## config.mk

```make
export PLATFORM = sky130hd
export DESIGN_NAME = sfwg_guard
export DESIGN_NICKNAME = d
export VERILOG_FILES = /design/src/core/sfwg_pkg.sv /design/src/core/sfwg_guard.sv /design/src/core/sfwg_prot_range.sv
export VERILOG_INCLUDE_DIRS = /design/src /design/src/core
export SDC_FILE = /design/constraint.sdc
export NUM_CORES = 1
export LEC_CHECK = 0
export ABC_AREA = 1
export BUFFER_PORTS_ARGS = -buffer_cell sky130_fd_sc_hd__buf_2
export CORE_ASPECT_RATIO = 1.25
export CORE_UTILIZATION = 56
export DETAILED_ROUTE_END_ITERATION = 7
export PLACE_DENSITY = 0.86
export RECOVER_POWER = 50
export SETUP_SLACK_MARGIN = 0.1
export SLEW_MARGIN = 20
export SYNTH_ARGS = -nofsm -noshare
export SYNTH_HDL_FRONTEND = slang
export SYNTH_SLANG_ARGS = --single-unit
```

## constraint.sdc

```tcl
create_clock -name clk -period 2.4 [get_ports clk]
set_input_delay 0.48 -clock clk [delete_from_list [all_inputs] [get_ports clk]]
set_output_delay 0.48 -clock clk [all_outputs]
set_load 0.01 [all_outputs]
```

## src/core/sfwg_map.svh

```systemverilog
// Constants of the serial flash write guard: opcodes, status reset value, times.
`ifndef SFWG_MAP_SVH
`define SFWG_MAP_SVH

// ------------------------------------------------------------
// Clock and operation times
// ------------------------------------------------------------
`define SFWG_CLK_NS        4
`define SFWG_PROG_TYP_MS   2
`define SFWG_ERASE_TYP_MS  8
`define SFWG_REGWR_TYP_MS  8
`define SFWG_PWR_WAIT_US   150
`define SFWG_PROG_CYC  (`SFWG_PROG_TYP_MS * 1000000 / `SFWG_CLK_NS)
`define SFWG_ERASE_CYC (`SFWG_ERASE_TYP_MS * 1000000 / `SFWG_CLK_NS)
`define SFWG_REGWR_CYC (`SFWG_REGWR_TYP_MS * 1000000 / `SFWG_CLK_NS)
`define SFWG_PWR_CYC   ((`SFWG_PWR_WAIT_US * 1000 + `SFWG_CLK_NS - 1) / `SFWG_CLK_NS)

// ------------------------------------------------------------
// Command opcodes
// ------------------------------------------------------------
`define SFWG_OP_LATCH_SET   8'h06
`define SFWG_OP_LATCH_CLR   8'h04
`define SFWG_OP_REG_WRITE   8'h01
`define SFWG_OP_PROGRAM     8'h02
`define SFWG_OP_PAGE_ERASE  8'h81
`define SFWG_OP_SECT_ERASE  8'h20
`define SFWG_OP_B32_ERASE   8'h52
`define SFWG_OP_B64_ERASE   8'hD8
`define SFWG_OP_CHIP_ERA_A  8'h60
`define SFWG_OP_CHIP_ERA_B  8'hC7
`define SFWG_OP_SLEEP       8'hB9
`define SFWG_OP_WAKE        8'hAB

// ------------------------------------------------------------
// Status reset value, lengths in bits, array tops, spans
// ------------------------------------------------------------
`define SFWG_ST_RESET     8'h00
`define SFWG_LEN_SHORT    12'h008
`define SFWG_LEN_REG      12'h010
`define SFWG_LEN_ADDR     12'h020
`define SFWG_LEN_PROG     12'h028
`define SFWG_TOP_2M       18'h3_FFFF
`define SFWG_TOP_1M       18'h1_FFFF
`define SFWG_SPAN_PAGE    18'h0_00FF
`define SFWG_SPAN_SECT    18'h0_0FFF
`define SFWG_SPAN_B32     18'h0_7FFF
`define SFWG_SPAN_B64     18'h0_FFFF

`endif

```

## src/core/sfwg_pkg.sv

```systemverilog
// Types shared by the serial flash write guard.
package sfwg_pkg;
  typedef enum logic [1:0] {OPK_NONE, OPK_PROG, OPK_ERASE, OPK_REG} sfwg_kind_t;
  typedef enum logic {ST_IDLE, ST_BUSY} sfwg_state_t;
endpackage

```

## src/core/sfwg_guard.sv

```systemverilog
// Write guard of a serial NOR flash: command checks, protection, busy timing.
//
// Overview of operation
// [RL1] Page program busy about 2 ms, below 3 ms.
// [RL2] Every erase busy about 8 ms, below 20 ms.
// [RL3] Host waits 150 us after power before commands.
// [RL4] Status reads zero from the start.
// [RL5] Control returns to standby at power-up.
// [RL6] Data-changing commands must end on byte boundary.
// [RL7] Changes need the write latch flag set.
// [RL8] Low protect pin freezes protect and lock bits.
// [RL9] Deep sleep ignores all but the wake command.
// [RL10] 2M coarse: 00 none, 11 whole array.
// [RL11] 2M coarse: quarter or half, top or bottom.
// [RL12] 2M fine: 4K to 32K or all.
// [RL13] 1M coarse: half or whole array.
// [RL14] 1M fine: 4K to 32K or all.
// [RL15] Writes touching protected range are ignored.
// [RL16] Latch set command sets flag, clear clears.
// [RL17] Commands during a busy period are ignored.
// [RL18] Busy shown while running; flag cleared at end.
// [RL19] Host polls busy before next change.
`timescale 1ns/1ps
`default_nettype none
`include "sfwg_map.svh"

module sfwg_guard import sfwg_pkg::*; #(
  parameter bit          DENSITY_2M = 1'h1,
  parameter int unsigned PROG_CYC   = `SFWG_PROG_CYC,
  parameter int unsigned ERASE_CYC  = `SFWG_ERASE_CYC,
  parameter int unsigned REGWR_CYC  = `SFWG_REGWR_CYC,
  parameter int unsigned PWR_CYC    = `SFWG_PWR_CYC
) (
  // Clock and reset.
  input  wire logic        clk,
  input  wire logic        nrst,
  // Serial command port pins, asynchronous to clk.
  input  wire logic        sclk,
  input  wire logic        sel_n,
  input  wire logic        sdi,
  input  wire logic        protect_pin_n,
  // State seen by the rest of the device.
  output logic [7:0]       status,
  output logic             busy,
  output logic             ready,
  output logic             deep_sleep,
  output logic             cmd_done,
  output logic             cmd_drop
);
  localparam int TW = 23;

  initial begin
    if (PROG_CYC < 1 || ERASE_CYC < 1 || REGWR_CYC < 1 || PWR_CYC < 1 ||
        PROG_CYC >= (1 << TW) || ERASE_CYC >= (1 << TW) ||
        REGWR_CYC >= (1 << TW) || PWR_CYC >= (1 << TW))
      $error("sfwg_guard: cycle count out of range");
  end

  // ------------------------------------------------------------
  // Pin synchronisers
  // ------------------------------------------------------------
  logic [3:0]  s1_r, s2_r;
  logic        sclk_d_r, sel_d_r;
  logic        sclk_rise, sel_rise, sel_act, wp_low;

  // Bits are {protect, data, select, clock}; idle level is deselected.
  always_ff @(posedge clk) begin
    if (!nrst) begin
      s1_r     <= 4'hA;
      s2_r     <= 4'hA;
      sclk_d_r <= 1'h0;
      sel_d_r  <= 1'h1;
    end else begin
      s1_r     <= {protect_pin_n, sdi, sel_n, sclk};
      s2_r     <= s1_r;
      sclk_d_r <= s2_r[0];
      sel_d_r  <= s2_r[1];
    end
  end
  assign sclk_rise = s2_r[0] & ~sclk_d_r;
  assign sel_rise  = s2_r[1] & ~sel_d_r;
  assign sel_act   = ~s2_r[1];
  assign wp_low    = ~s2_r[3];

  // ------------------------------------------------------------
  // Frame capture
  // ------------------------------------------------------------
  logic [11:0] cnt_r;
  logic [31:0] sh_r;
  logic [7:0]  op_r, dat_r;
  logic [23:0] addr_r;

  // Bits are taken on rising serial clock; count saturates on long programs.
  always_ff @(posedge clk) begin
    if (!nrst || !sel_act) begin
      cnt_r <= 12'h000;
    end else if (sclk_rise && cnt_r != 12'hFFF) begin
      cnt_r <= cnt_r + 12'h001;
    end
  end

  always_ff @(posedge clk) begin
    if (!nrst) begin
      sh_r   <= 32'h0000_0000;
      op_r   <= 8'h00;
      dat_r  <= 8'h00;
      addr_r <= 24'h00_0000;
    end else if (sclk_rise && sel_act) begin
      sh_r <= {sh_r[30:0], s2_r[2]};
      if (cnt_r == 12'h007) op_r   <= {sh_r[6:0], s2_r[2]};
      if (cnt_r == 12'h00F) dat_r  <= {sh_r[6:0], s2_r[2]};
      if (cnt_r == 12'h01F) addr_r <= {sh_r[22:0], s2_r[2]};
    end
  end

  // ------------------------------------------------------------
  // Decode and checks at the end of a frame
  // ------------------------------------------------------------
  logic        is_set, is_clr, is_reg, is_prog, is_erase, is_chip;
  logic        is_sleep, is_wake, changes, len_ok, hit, eval, allowed;
  logic [17:0] top, a, span, tlo, thi, plo, phi;
  logic        pnone;
  logic [4:0]  bp_r;
  logic        lock_r, wel_r, dpd_r, ready_r;
  sfwg_state_t state_r;

  sfwg_prot_range #(.DENSITY_2M(DENSITY_2M)) u_range (
    .bp   (bp_r),
    .none (pnone),
    .lo   (plo),
    .hi   (phi)
  );

  always_comb begin
    top      = DENSITY_2M ? `SFWG_TOP_2M : `SFWG_TOP_1M;
    is_set   = (op_r == `SFWG_OP_LATCH_SET);
    is_clr   = (op_r == `SFWG_OP_LATCH_CLR);
    is_reg   = (op_r == `SFWG_OP_REG_WRITE);
    is_prog  = (op_r == `SFWG_OP_PROGRAM);
    is_erase = (op_r == `SFWG_OP_PAGE_ERASE) || (op_r == `SFWG_OP_SECT_ERASE)
            || (op_r == `SFWG_OP_B32_ERASE) || (op_r == `SFWG_OP_B64_ERASE);
    is_chip  = (op_r == `SFWG_OP_CHIP_ERA_A) || (op_r == `SFWG_OP_CHIP_ERA_B);
    is_sleep = (op_r == `SFWG_OP_SLEEP);
    is_wake  = (op_r == `SFWG_OP_WAKE);
    changes  = is_reg | is_prog | is_erase | is_chip;
    // Exact length per command, a minimum length for program; always a whole number of bytes.
    len_ok = (cnt_r[2:0] == 3'h0) && (                           // RL6
             ((is_set | is_clr | is_chip | is_sleep | is_wake)
               && cnt_r == `SFWG_LEN_SHORT)
          || (is_reg && cnt_r == `SFWG_LEN_REG)
          || (is_erase && cnt_r == `SFWG_LEN_ADDR)
          || (is_prog && cnt_r >= `SFWG_LEN_PROG));
    // Target region of the operation, aligned to its own erase unit.
    a = addr_r[17:0] & top;
    unique case (op_r)
      `SFWG_OP_SECT_ERASE: span = `SFWG_SPAN_SECT;
      `SFWG_OP_B32_ERASE:  span = `SFWG_SPAN_B32;
      `SFWG_OP_B64_ERASE:  span = `SFWG_SPAN_B64;
      default:             span = `SFWG_SPAN_PAGE;
    endcase
    tlo = is_chip ? 18'h0_0000 : (a & ~span);
    thi = is_chip ? top : ((a & ~span) | span);
    hit = !pnone && !(thi < plo || tlo > phi);                   // RL15
    // Before the power-up wait ends nothing is taken.
    eval    = sel_rise && ready_r && cnt_r != 12'h000;           // RL3
    allowed = len_ok && state_r == ST_IDLE                       // RL17
           && (!dpd_r || is_wake)                                // RL9
           && (!changes || wel_r)                                // RL7
           && !((is_prog | is_erase | is_chip) && hit);          // RL15
  end

  // ------------------------------------------------------------
  // Power-up wait
  // ------------------------------------------------------------
  logic [TW-1:0] pwr_r;

  // Counting on clk alone keeps the wait honest whatever the host does.
  always_ff @(posedge clk) begin
    if (!nrst) begin
      pwr_r   <= '0;
      ready_r <= 1'h0;
    end else if (!ready_r) begin
      pwr_r   <= pwr_r + 23'h00_0001;
      ready_r <= (pwr_r == TW'(PWR_CYC - 1));
    end
  end

  // ------------------------------------------------------------
  // Operation timer and protection state
  // ------------------------------------------------------------
  logic [TW-1:0] tmr_r;
  sfwg_kind_t    kind_r;
  logic          start, done;

  assign start = eval && allowed && changes;
  assign done  = state_r == ST_BUSY && tmr_r == '0;

  // Standby after reset; typical times are used, well inside the limits.
  always_ff @(posedge clk) begin
    if (!nrst) begin
      state_r <= ST_IDLE;                                        // RL5
      tmr_r   <= '0;
      kind_r  <= OPK_NONE;
    end else begin
      unique case (state_r)
        ST_IDLE: if (start) begin
          state_r <= ST_BUSY;
          if (is_prog) begin
            tmr_r  <= TW'(PROG_CYC - 1);                         // RL1
            kind_r <= OPK_PROG;
          end else if (is_reg) begin
            tmr_r  <= TW'(REGWR_CYC - 1);
            kind_r <= OPK_REG;
          end else begin
            tmr_r  <= TW'(ERASE_CYC - 1);                        // RL2
            kind_r <= OPK_ERASE;
          end
        end
        ST_BUSY: if (done) begin
          state_r <= ST_IDLE;                                    // RL18
        end else begin
          tmr_r <= tmr_r - 23'h00_0001;
        end
      endcase
    end
  end

  // Write latch: set and clear commands, dropped when a period ends.
  always_ff @(posedge clk) begin
    if (!nrst) begin
      wel_r <= 1'h0;                                             // RL4
    end else if (done) begin
      wel_r <= 1'h0;                                             // RL18
    end else if (eval && allowed && is_set) begin
      wel_r <= 1'h1;                                             // RL16
    end else if (eval && allowed && is_clr) begin
      wel_r <= 1'h0;                                             // RL16
    end
  end

  // Protect and lock bits; a low protect pin keeps them as they are.
  always_ff @(posedge clk) begin
    if (!nrst) begin
      bp_r   <= 5'h00;                                           // RL4
      lock_r <= 1'h0;
    end else if (start && is_reg && !wp_low) begin               // RL8
      bp_r   <= dat_r[6:2];
      lock_r <= dat_r[7];
    end
  end

  // Deep sleep and the one-cycle command outcome pulses.
  always_ff @(posedge clk) begin
    if (!nrst) begin
      dpd_r    <= 1'h0;
      cmd_done <= 1'h0;
      cmd_drop <= 1'h0;
    end else begin
      if (eval && allowed && is_sleep) dpd_r <= 1'h1;
      if (eval && allowed && is_wake)  dpd_r <= 1'h0;           // RL9
      cmd_done <= eval && allowed;
      cmd_drop <= eval && !allowed;
    end
  end

  assign status     = {lock_r, bp_r, wel_r, state_r == ST_BUSY};
  assign busy       = (state_r == ST_BUSY);                      // RL18
  assign ready      = ready_r;
  assign deep_sleep = dpd_r;

  // ------------------------------------------------------------
  // Checks
  // ------------------------------------------------------------
  logic [TW-1:0] blen_r;
  always_ff @(posedge clk) begin
    if (!nrst) blen_r <= '0;
    else       blen_r <= busy ? blen_r + 23'h00_0001 : '0;
  end
endmodule // sfwg_guard
`default_nettype wire

```

## src/core/sfwg_prot_range.sv

```systemverilog
// Decoder from the block-protect bits to a protected address range.
`timescale 1ns/1ps
`default_nettype none
`include "sfwg_map.svh"

module sfwg_prot_range import sfwg_pkg::*; #(
  parameter bit DENSITY_2M = 1'h1
) (
  // Block-protect bits: granularity, bottom select, size 2..0.
  input  wire logic [4:0]  bp,
  // Resulting range, inclusive.
  output logic             none,
  output logic [17:0]      lo,
  output logic [17:0]      hi
);
  logic [17:0] top;
  logic [18:0] size;

  // Size first, then placement; the whole array is top placement of full size.
  always_comb begin
    top  = DENSITY_2M ? `SFWG_TOP_2M : `SFWG_TOP_1M;
    size = 19'h0_0000;
    if (!bp[4]) begin
      if (DENSITY_2M) begin
        case (bp[1:0])                                 // RL10 RL11
          2'h0:    size = 19'h0_0000;
          2'h1:    size = 19'h1_0000;
          2'h2:    size = 19'h2_0000;
          default: size = {1'h0, top} + 19'h0_0001;
        endcase
      end else if (bp[1]) begin
        size = {1'h0, top} + 19'h0_0001;               // RL13
      end else if (bp[0]) begin
        size = 19'h1_0000;                             // RL13
      end
    end else begin
      case (bp[2:0])                                   // RL12 RL14
        3'h0:    size = 19'h0_0000;
        3'h1:    size = 19'h0_1000;
        3'h2:    size = 19'h0_2000;
        3'h3:    size = 19'h0_4000;
        3'h7:    size = {1'h0, top} + 19'h0_0001;
        default: size = 19'h0_8000;
      endcase
    end
    none = (size == 19'h0_0000);
    // Bottom placement starts at zero, top placement ends at the array top.
    if (bp[3]) begin                                   // RL11 RL14
      lo = 18'h0_0000;
      hi = 18'(size - 19'h0_0001);
    end else begin
      lo = 18'(({1'h0, top} + 19'h0_0001) - size);
      hi = top;
    end
  end
endmodule // sfwg_prot_range
`default_nettype wire

```

==> results of run 1 <==
-- flip-flops by register name, summed over array words and instances (netlist names), 4 cells and up --
register,cells
dat_r,6
bp_r,5
sh_r,17
addr_r,6
cnt_r,12
s2_r,4
s1_r,4
pwr_r,23
op_r,8
tmr_r,23
-- how the worst min path moves through the flow --
stage                         endpoint  slack [ns]  depth (start not counted)
floorplan           s2_r[0]$_SDFF_PN0_        0.39                          2
global placement    s2_r[3]$_SDFF_PN1_        0.39                          1
detailed placement  s2_r[3]$_SDFF_PN1_        0.40                          1
CTS                 s1_r[0]$_SDFF_PN0_        0.23                          3
global route        s1_r[1]$_SDFF_PN1_        0.26                          2
finish              s1_r[0]$_SDFF_PN0_        0.24                          3
-- power by group --
| part | switching [mW] | leakage [nW] | internal, mW | total, mW |
|---|---|---|---|---|
| sequential | 0.00860 | 0.953 | 1.95 | 1.96 |
| combinational | 0.0654 | 2.22 | 0.0289 | 0.0943 |
| clock | 0.933 | 0.280 | 1.66 | 2.59 |
-- stage by stage --
step | utilization, % | cell area (um^2) | hold WS, ns
floorplan | - | 6210 | 0.390
global placement | 63.0 | 6690 | 0.395
detailed placement | 63.0 | 6690 | 0.403
CTS | 71.3 | 7570 | 0.233
global route | 73.2 | 7770 | 0.257
finish | 73.2 | 7770 | 0.241
-- cell usage in the layout, fill, tap and decap left out, types with 3 or more instances in the layout --
cell type / instances
nor3_1: 27
dfxtp_2: 4
buf_2: 11
o21ai_1: 4
inv_2: 12
a21oi_1: 66
nand3_2: 10
or2_2: 7
bufinv_16: 3
o21bai_1: 5
a21oi_2: 9
dfxtp_1: 105
xor2_1: 8
clkinvlp_4: 4
clkbuf_1: 12
inv_4: 3
nand2_2: 19
nor4_1: 8
xnor2_1: 4
nor2_2: 15
a211oi_1: 6
nand3_1: 53
nand2_4: 3
nor2_1: 121
nand4_1: 13
nor3_2: 3
nor2_4: 13
o21ai_0: 52
clkbuf_16: 17
nand2_1: 150
buf_4: 66
o21ai_2: 3
nor3b_1: 4
dfxtp_4: 8
inv_1: 123
ha_1: 15
-- worst min-delay path: cells and delay by family --
kind | cells | cell delay (ns)
buffers and inverters | 2 | 0.11
AND/OR/NAND/NOR | 1 | 0.04
-- cell families after synthesis --
family	count (synthesis)	share of synthesized area, %
AND/OR/NAND/NOR	453	32.8
buffers and inverters	167	10.9
AO/OA/AOI/OAI	151	13.1
flip-flops	117	38.2
adder cells (fa/ha/maj)	16	3.27
XOR/XNOR	12	1.71
-- area by class of cell --
type                       instances  area share, %
clock buffer                      21           5.80
clock inverter                    11           1.95
inverter                         139           6.81
multi-input combinational        634           44.4
sequential                       117           30.6
tap                              132           2.13
timing repair buffer              90           8.33
-- per-layer routing --
layer	vias to the layer above	share of wire (%)	GRT usage, %
met5	-	0	0
met1	2967	37	31.6
met3	109	6.8	5.56
met2	339	50	49.4
met4	0	6.1	16.2
li1	3116	-	-
-- repair_timing --
action | CTS | global route
buffers inserted | 25 | 4
setup endpoints to repair | 34 | 39
pin swaps | 25 | 19
gates cloned | 0 | 2
resized for setup | 31 | 55
==> results.md, run 1 <==
* R2r setup slk at -0.41 ns
* Antenna violations before repair at 0
* Total global routing overflow at 0
* Final Non-Filler Cells at 1,144
* Reg-to-Reg End: tmr_r[21]$_SDFFE_PN0P_
* Area of the multi-input gates at between 3000 and 4000 um^2
* Worst Path Buf+Inv at 3
* Synth async-reset ratio at 0%
* Setup TNS at -11.61 ns
* Net count, final at 1,021
* Total CTS buffers at 17
* Cell with the most instances after synthesis: nand2_1
* Die Y at 119 um
* Worst EP arrival at 3.12 ns
* Post-synth EDFFs at 0
* DP HPWL at slightly below 10,000 um
* DRT Pass-1 Iters at 6
* Worst-case clock buffer depth at 2
* Status: finished with violations
* Yosys synthesis warning count at 0
* Final WS setup at -0.414 ns
* Final setup fails at 34
* Min Tclk post-route at 2.81 ns
* Setup WS pre-CTS at -0.315 ns
* Gp weighted congestion at 0.919
* Max cap viols at 1
* Num Clock Sinks at about 120
* Yosys top cell area share at about two fifths
* Synthesis-stage register bit count at 117
* Slew headroom at -22.1%
* Row count at 42
* IO Pins at 19
* DRC errors left at 0
* Clk Latency, worst-skew pair at 0.42 ns
* Critical path fanouts, max at 15
* Worst setup startpoint: op_r[6]$_SDFFE_PN0P_
* CTS H-tree depth at 4
* Startpoint Class: register
* TritonCTS clock tree: built
* Placed insts at 1,085
* Top cells by area, synth: dfxtp_1, nand2_1, nor2_1
* Post-Syn Area per Cell at 6.69 um^2
* Diodes inserted at 0
* Cells after synthesis at 916
* Via count at ~6,500
* Die area at 11,400 um^2
* # hold bufs at CTS at 0
* Max Slew Vio Count at 38
* Violations in the final reports: capacitance limit, slew limit, setup timing
* Worst path required time at between 2 and 3 ns
* First-pass GRT wire length at 25,500 um
* Fillers at 741
* Ys flop type: dfxtp_1
* Mapped Nets at 938
* Synth cell types at 38
* Total track usage at between 20 and 30%
* ANT nets after route at 0
* Period utilisation layout at 117%
* Min-delay worst type: input port to register
* Worst path cell trace: inv_4, nor2_2, nand2_2, nor2_4, nor2_4, inv_2, nor2_4, inv_1, nor2_1, ha_1, nand3_1, nor2_1, nand3_1, a21oi_2, nor2_1, nand2_2, nand4_4, nand2_8, nand2_1, nand2_1, nor2_2
* Fmax at 0.355 GHz
* Maximum vdd drop at ~0.48 mV
* PD cells at about 600 nW/um^2
* Reg-to-Reg Start: op_r[6]$_SDFFE_PN0P_
* Final hold vios at 0
* CP Depth at 21
* Kind of cell adding the most delay to the critical path: simple AND/OR/NAND/NOR gates
* Initial drt markers at about 540
* CP Capture Type: register
* Hold_sp: sclk
* DR WL/cell at ~15 um
* Setup Skew at 0.0103 ns
* Routed WL at about 17,000 um
* Vias in the first global route at about 5,900
* Core area at around 11,000 um^2
* Worst Tran Pin Value at roughly 1.8 ns
* Slowest cell delay on critical path at 0.38 ns
* Synth-to-layout area growth at 26.8%
* RSZ-0062 raised after global routing: true
* Worst Setup EP: tmr_r[21]$_SDFFE_PN0P_
* Total chip power at 4.65 mW
* CP Class: register to register
* FF+latch area at 2380 um^2
* Initial core utilization at 57.7%
* Worst R2R Path Depth at 21
* Drt via density at 5.71
* Ratio of cells with drive above 1 in the final layout at 22.6%
* Root Buffer: clkbuf_16
* Synth area leader: dfxtp_1
* Largest net degree at the start of global routing at 71
* Die Wd at 95.6 um
* Clock-pin slew on the worst setup and hold paths at 0.06 ns
* LEAKAGE at about 3.5 nW
* Post-Synthesis Cell Area at 6130 um^2
* Register area share after synthesis at 38.2%
* Synth cell count leaders: nand2_1, nor2_1, inv_1, dfxtp_1, a21oi_1
* Slowest stage cell, crit path: dfxtp_4
* I/O Buffers at 18
Power figures use the tool's default switching activity.
==> run 2: changes to the inputs <==
- PLACE_DENSITY: 0.86 -> 0.77
==> run 2 against run 1 <==
Worst hold slack improved by 0.0071 ns. Critical path type unchanged. Sequential share of layout area fell by 0.18 points. Combinational power fell by 5.9%. Global-route usage fell by 1.1 points. The run still ends with capacitance limit, slew limit, setup timing left. Final cell count fell by 0.35%. Core utilization rose by 0.28 points.
==> results.md, run 2 (synthesized netlist as in run 1, its figures left out) <==
* Status: finished with violations
* Violations in the final reports: capacitance limit, slew limit, setup timing
* Period utilisation layout at 113%
* Initial drt markers at 314
* DRC errors left at 0
* Max cap viols at 1
* Row count at between 40 and 50
* Total CTS buffers at 17
* Area after DPL at 6730 um^2
* Routed WL at between 10,000 and 15,000 um
* Total track usage at between 20 and 30%
* ANT nets after route at 0
* Most common cell after layout, fill and taps aside: nand2_1
* DRT Pass-1 Iters at 5
* Final setup fails at 34
* Reg-to-Reg End: lock_r$_SDFFE_PN0P_
* CP Capture Type: register
* RSZ-0062 raised after global routing: true
* CTS H-tree depth at 4
* Diodes inserted at 0
* Worst R2R Path Depth at 22
* DR WL/cell at 13.1 um
* Most frequent cells in the layout: nand2_1, inv_1, nor2_1, dfxtp_1, a21oi_1
* Largest net degree at the start of global routing at 42
* Biggest regs: pwr_r (23), tmr_r (23), sh_r (17)
* TritonCTS clock tree: built
* Clk Latency, worst-skew pair at 0.42 ns
* Vias in the first global route at 5,493
* Startpoint Class: register
* Gp weighted congestion at a little over 0.9
* Clock-pin slew on the worst setup and hold paths at 0.06 ns
* Design Area, Final at 7800 um^2
* Final WS setup at -0.310 ns
* Hold_sp: sdi
* Synth-to-layout area growth at 27.3%
* Root Buffer: clkbuf_16
* Setup Skew at 0.00623 ns
* Reg-to-Reg Start: op_r[5]$_SDFFE_PN0P_
* Worst path required time at ~2.7 ns
* PD cells at between 600 and 700 nW/um^2
* Die Wd at 95.6 um
* Initial core utilization at approximately 58%
* Via count at 5,948
* Die area at approximately 11,000 um^2
* Slowest stage cell, crit path: dfxtp_4
* Min Tclk post-route at approximately 2.7 ns
* Core area at 10,600 um^2
* LEAKAGE at between 3 and 4 nW
* Net count, final at 1,017
* DP HPWL at a little under 10,000 um
* Drt via density at about 5.2
* Antenna violations before repair at 0
* Min-delay worst type: input port to register
* I/O Buffers at 18
* Critical path fanouts, max at 5
* Fmax at between 0.3 and 0.4 GHz
* Setup TNS at -6.96 ns
* Post-layout util at 73.5%
* Slew headroom at -21.1%
* CP Class: register to register
* IO Pins at 19
* FF+latch area at 2370 um^2
* Setup WS pre-CTS at -0.283 ns
* Slowest cell delay on critical path at between 0.3 and 0.4 ns
* Total chip power at 4.88 mW
* Worst Setup EP: lock_r$_SDFFE_PN0P_
* # hold bufs at CTS at 0
* Worst EP arrival at 3.02 ns
* Ratio of cells with drive above 1 in the final layout at 22.5%
* Worst-case clock buffer depth at 2
* Final hold vios at 0
* Fillers at 857
* Die Y at 119 um
* Maximum vdd drop at 0.417 mV
* Hold depth at 3
* Max Slew Vio Count at 38
* Worst setup startpoint: op_r[5]$_SDFFE_PN0P_
* Worst path cell trace: inv_4, nor2_4, nand2_2, nor2_4, nor2_4, inv_2, nor2_4, buf_4, inv_1, nor2_1, ha_1, nand3_1, nor2_1, nand3_1, a21oi_2, nor2_1, nand2_2, nand2_2, nor2_4, nand3_4, nor2_1, nor2_1
* Worst Tran Pin Value at 1.82 ns
* Total global routing overflow at 0
* Num Clock Sinks at 117
* Area of the multi-input gates at between 3000 and 4000 um^2
* R2r setup slk at -0.31 ns
* First-pass GRT wire length at 24,300 um
run 2: cell count changes in the layout (fill, tap and decap cells not counted), sizes merged:
cell	before	now
buf	81	76
bufinv	3	5
clkinv	4	2
clkinvlp	4	3
inv	139	140
nand2	174	175
run 2: cell type report:
class,instances,area share [%]
clock buffers,21,6.03
flip-flops and latches,117,30.4
repair buffers,85,7.70
inverters,139,6.82
well taps,132,2.12
multi-input cells,635,44.4
clock inverters,11,2.50
run 2: metal layers:
| layer | global-route usage (%) | vias up | part of all wire (%) |
|---|---|---|---|
| met2 | 47.6 | 128 | 51 |
| li1 | - | 3113 | - |
| met3 | 6.32 | 32 | 3.9 |
| met4 | 11.3 | 0 | 2.7 |
| met5 | 0 | - | 0 |
| met1 | 31.4 | 2675 | 42 |
run 2: report_power, final:
part / internal (mW) / switching [mW]
registers: 1.95 / 0.00817
logic: 0.0268 / 0.0619
clock network: 1.93 / 0.906
run 2: per-stage QoR:
| step | hold WS [ns] | std cells |
|---|---|---|
| 2_1_floorplan | 0.390 | 916 |
| 5_1_grt | 0.245 | 1140 |
| 3_3_place_gp | 0.392 | 1093 |
| 4_1_cts | 0.241 | 1134 |
| 6_report | 0.248 | 1140 |
| 3_5_place_dp | 0.402 | 1093 |
run 2: critical path, delay by kind of cell (launching register included):
kind	cells	cell delay (ns)
simple gates	16	1.51
flops	1	0.38
buf+inv	4	0.31
compound gates	1	0.13
fa+ha+maj	1	0.27
run 2: how the worst min path moves through the flow:
| stage | end | slack, ns |
|---|---|---|
| after global placement | s2_r[0]$_SDFF_PN0_ | 0.39 |
| after CTS | s1_r[1]$_SDFF_PN1_ | 0.24 |
| after detailed placement | s2_r[1]$_SDFF_PN1_ | 0.40 |
| final | s1_r[2]$_SDFF_PN0_ | 0.25 |
| after floorplan | s2_r[0]$_SDFF_PN0_ | 0.39 |
| after global routing | s1_r[1]$_SDFF_PN1_ | 0.25 |
run 2: timing repair:
action | in CTS | in global routing
buffers inserted | 7 | 5
pin swaps | 29 | 34
cloned | 2 | 1
endpoints found under the setup margin | 34 | 38
gates resized for setup | 39 | 49
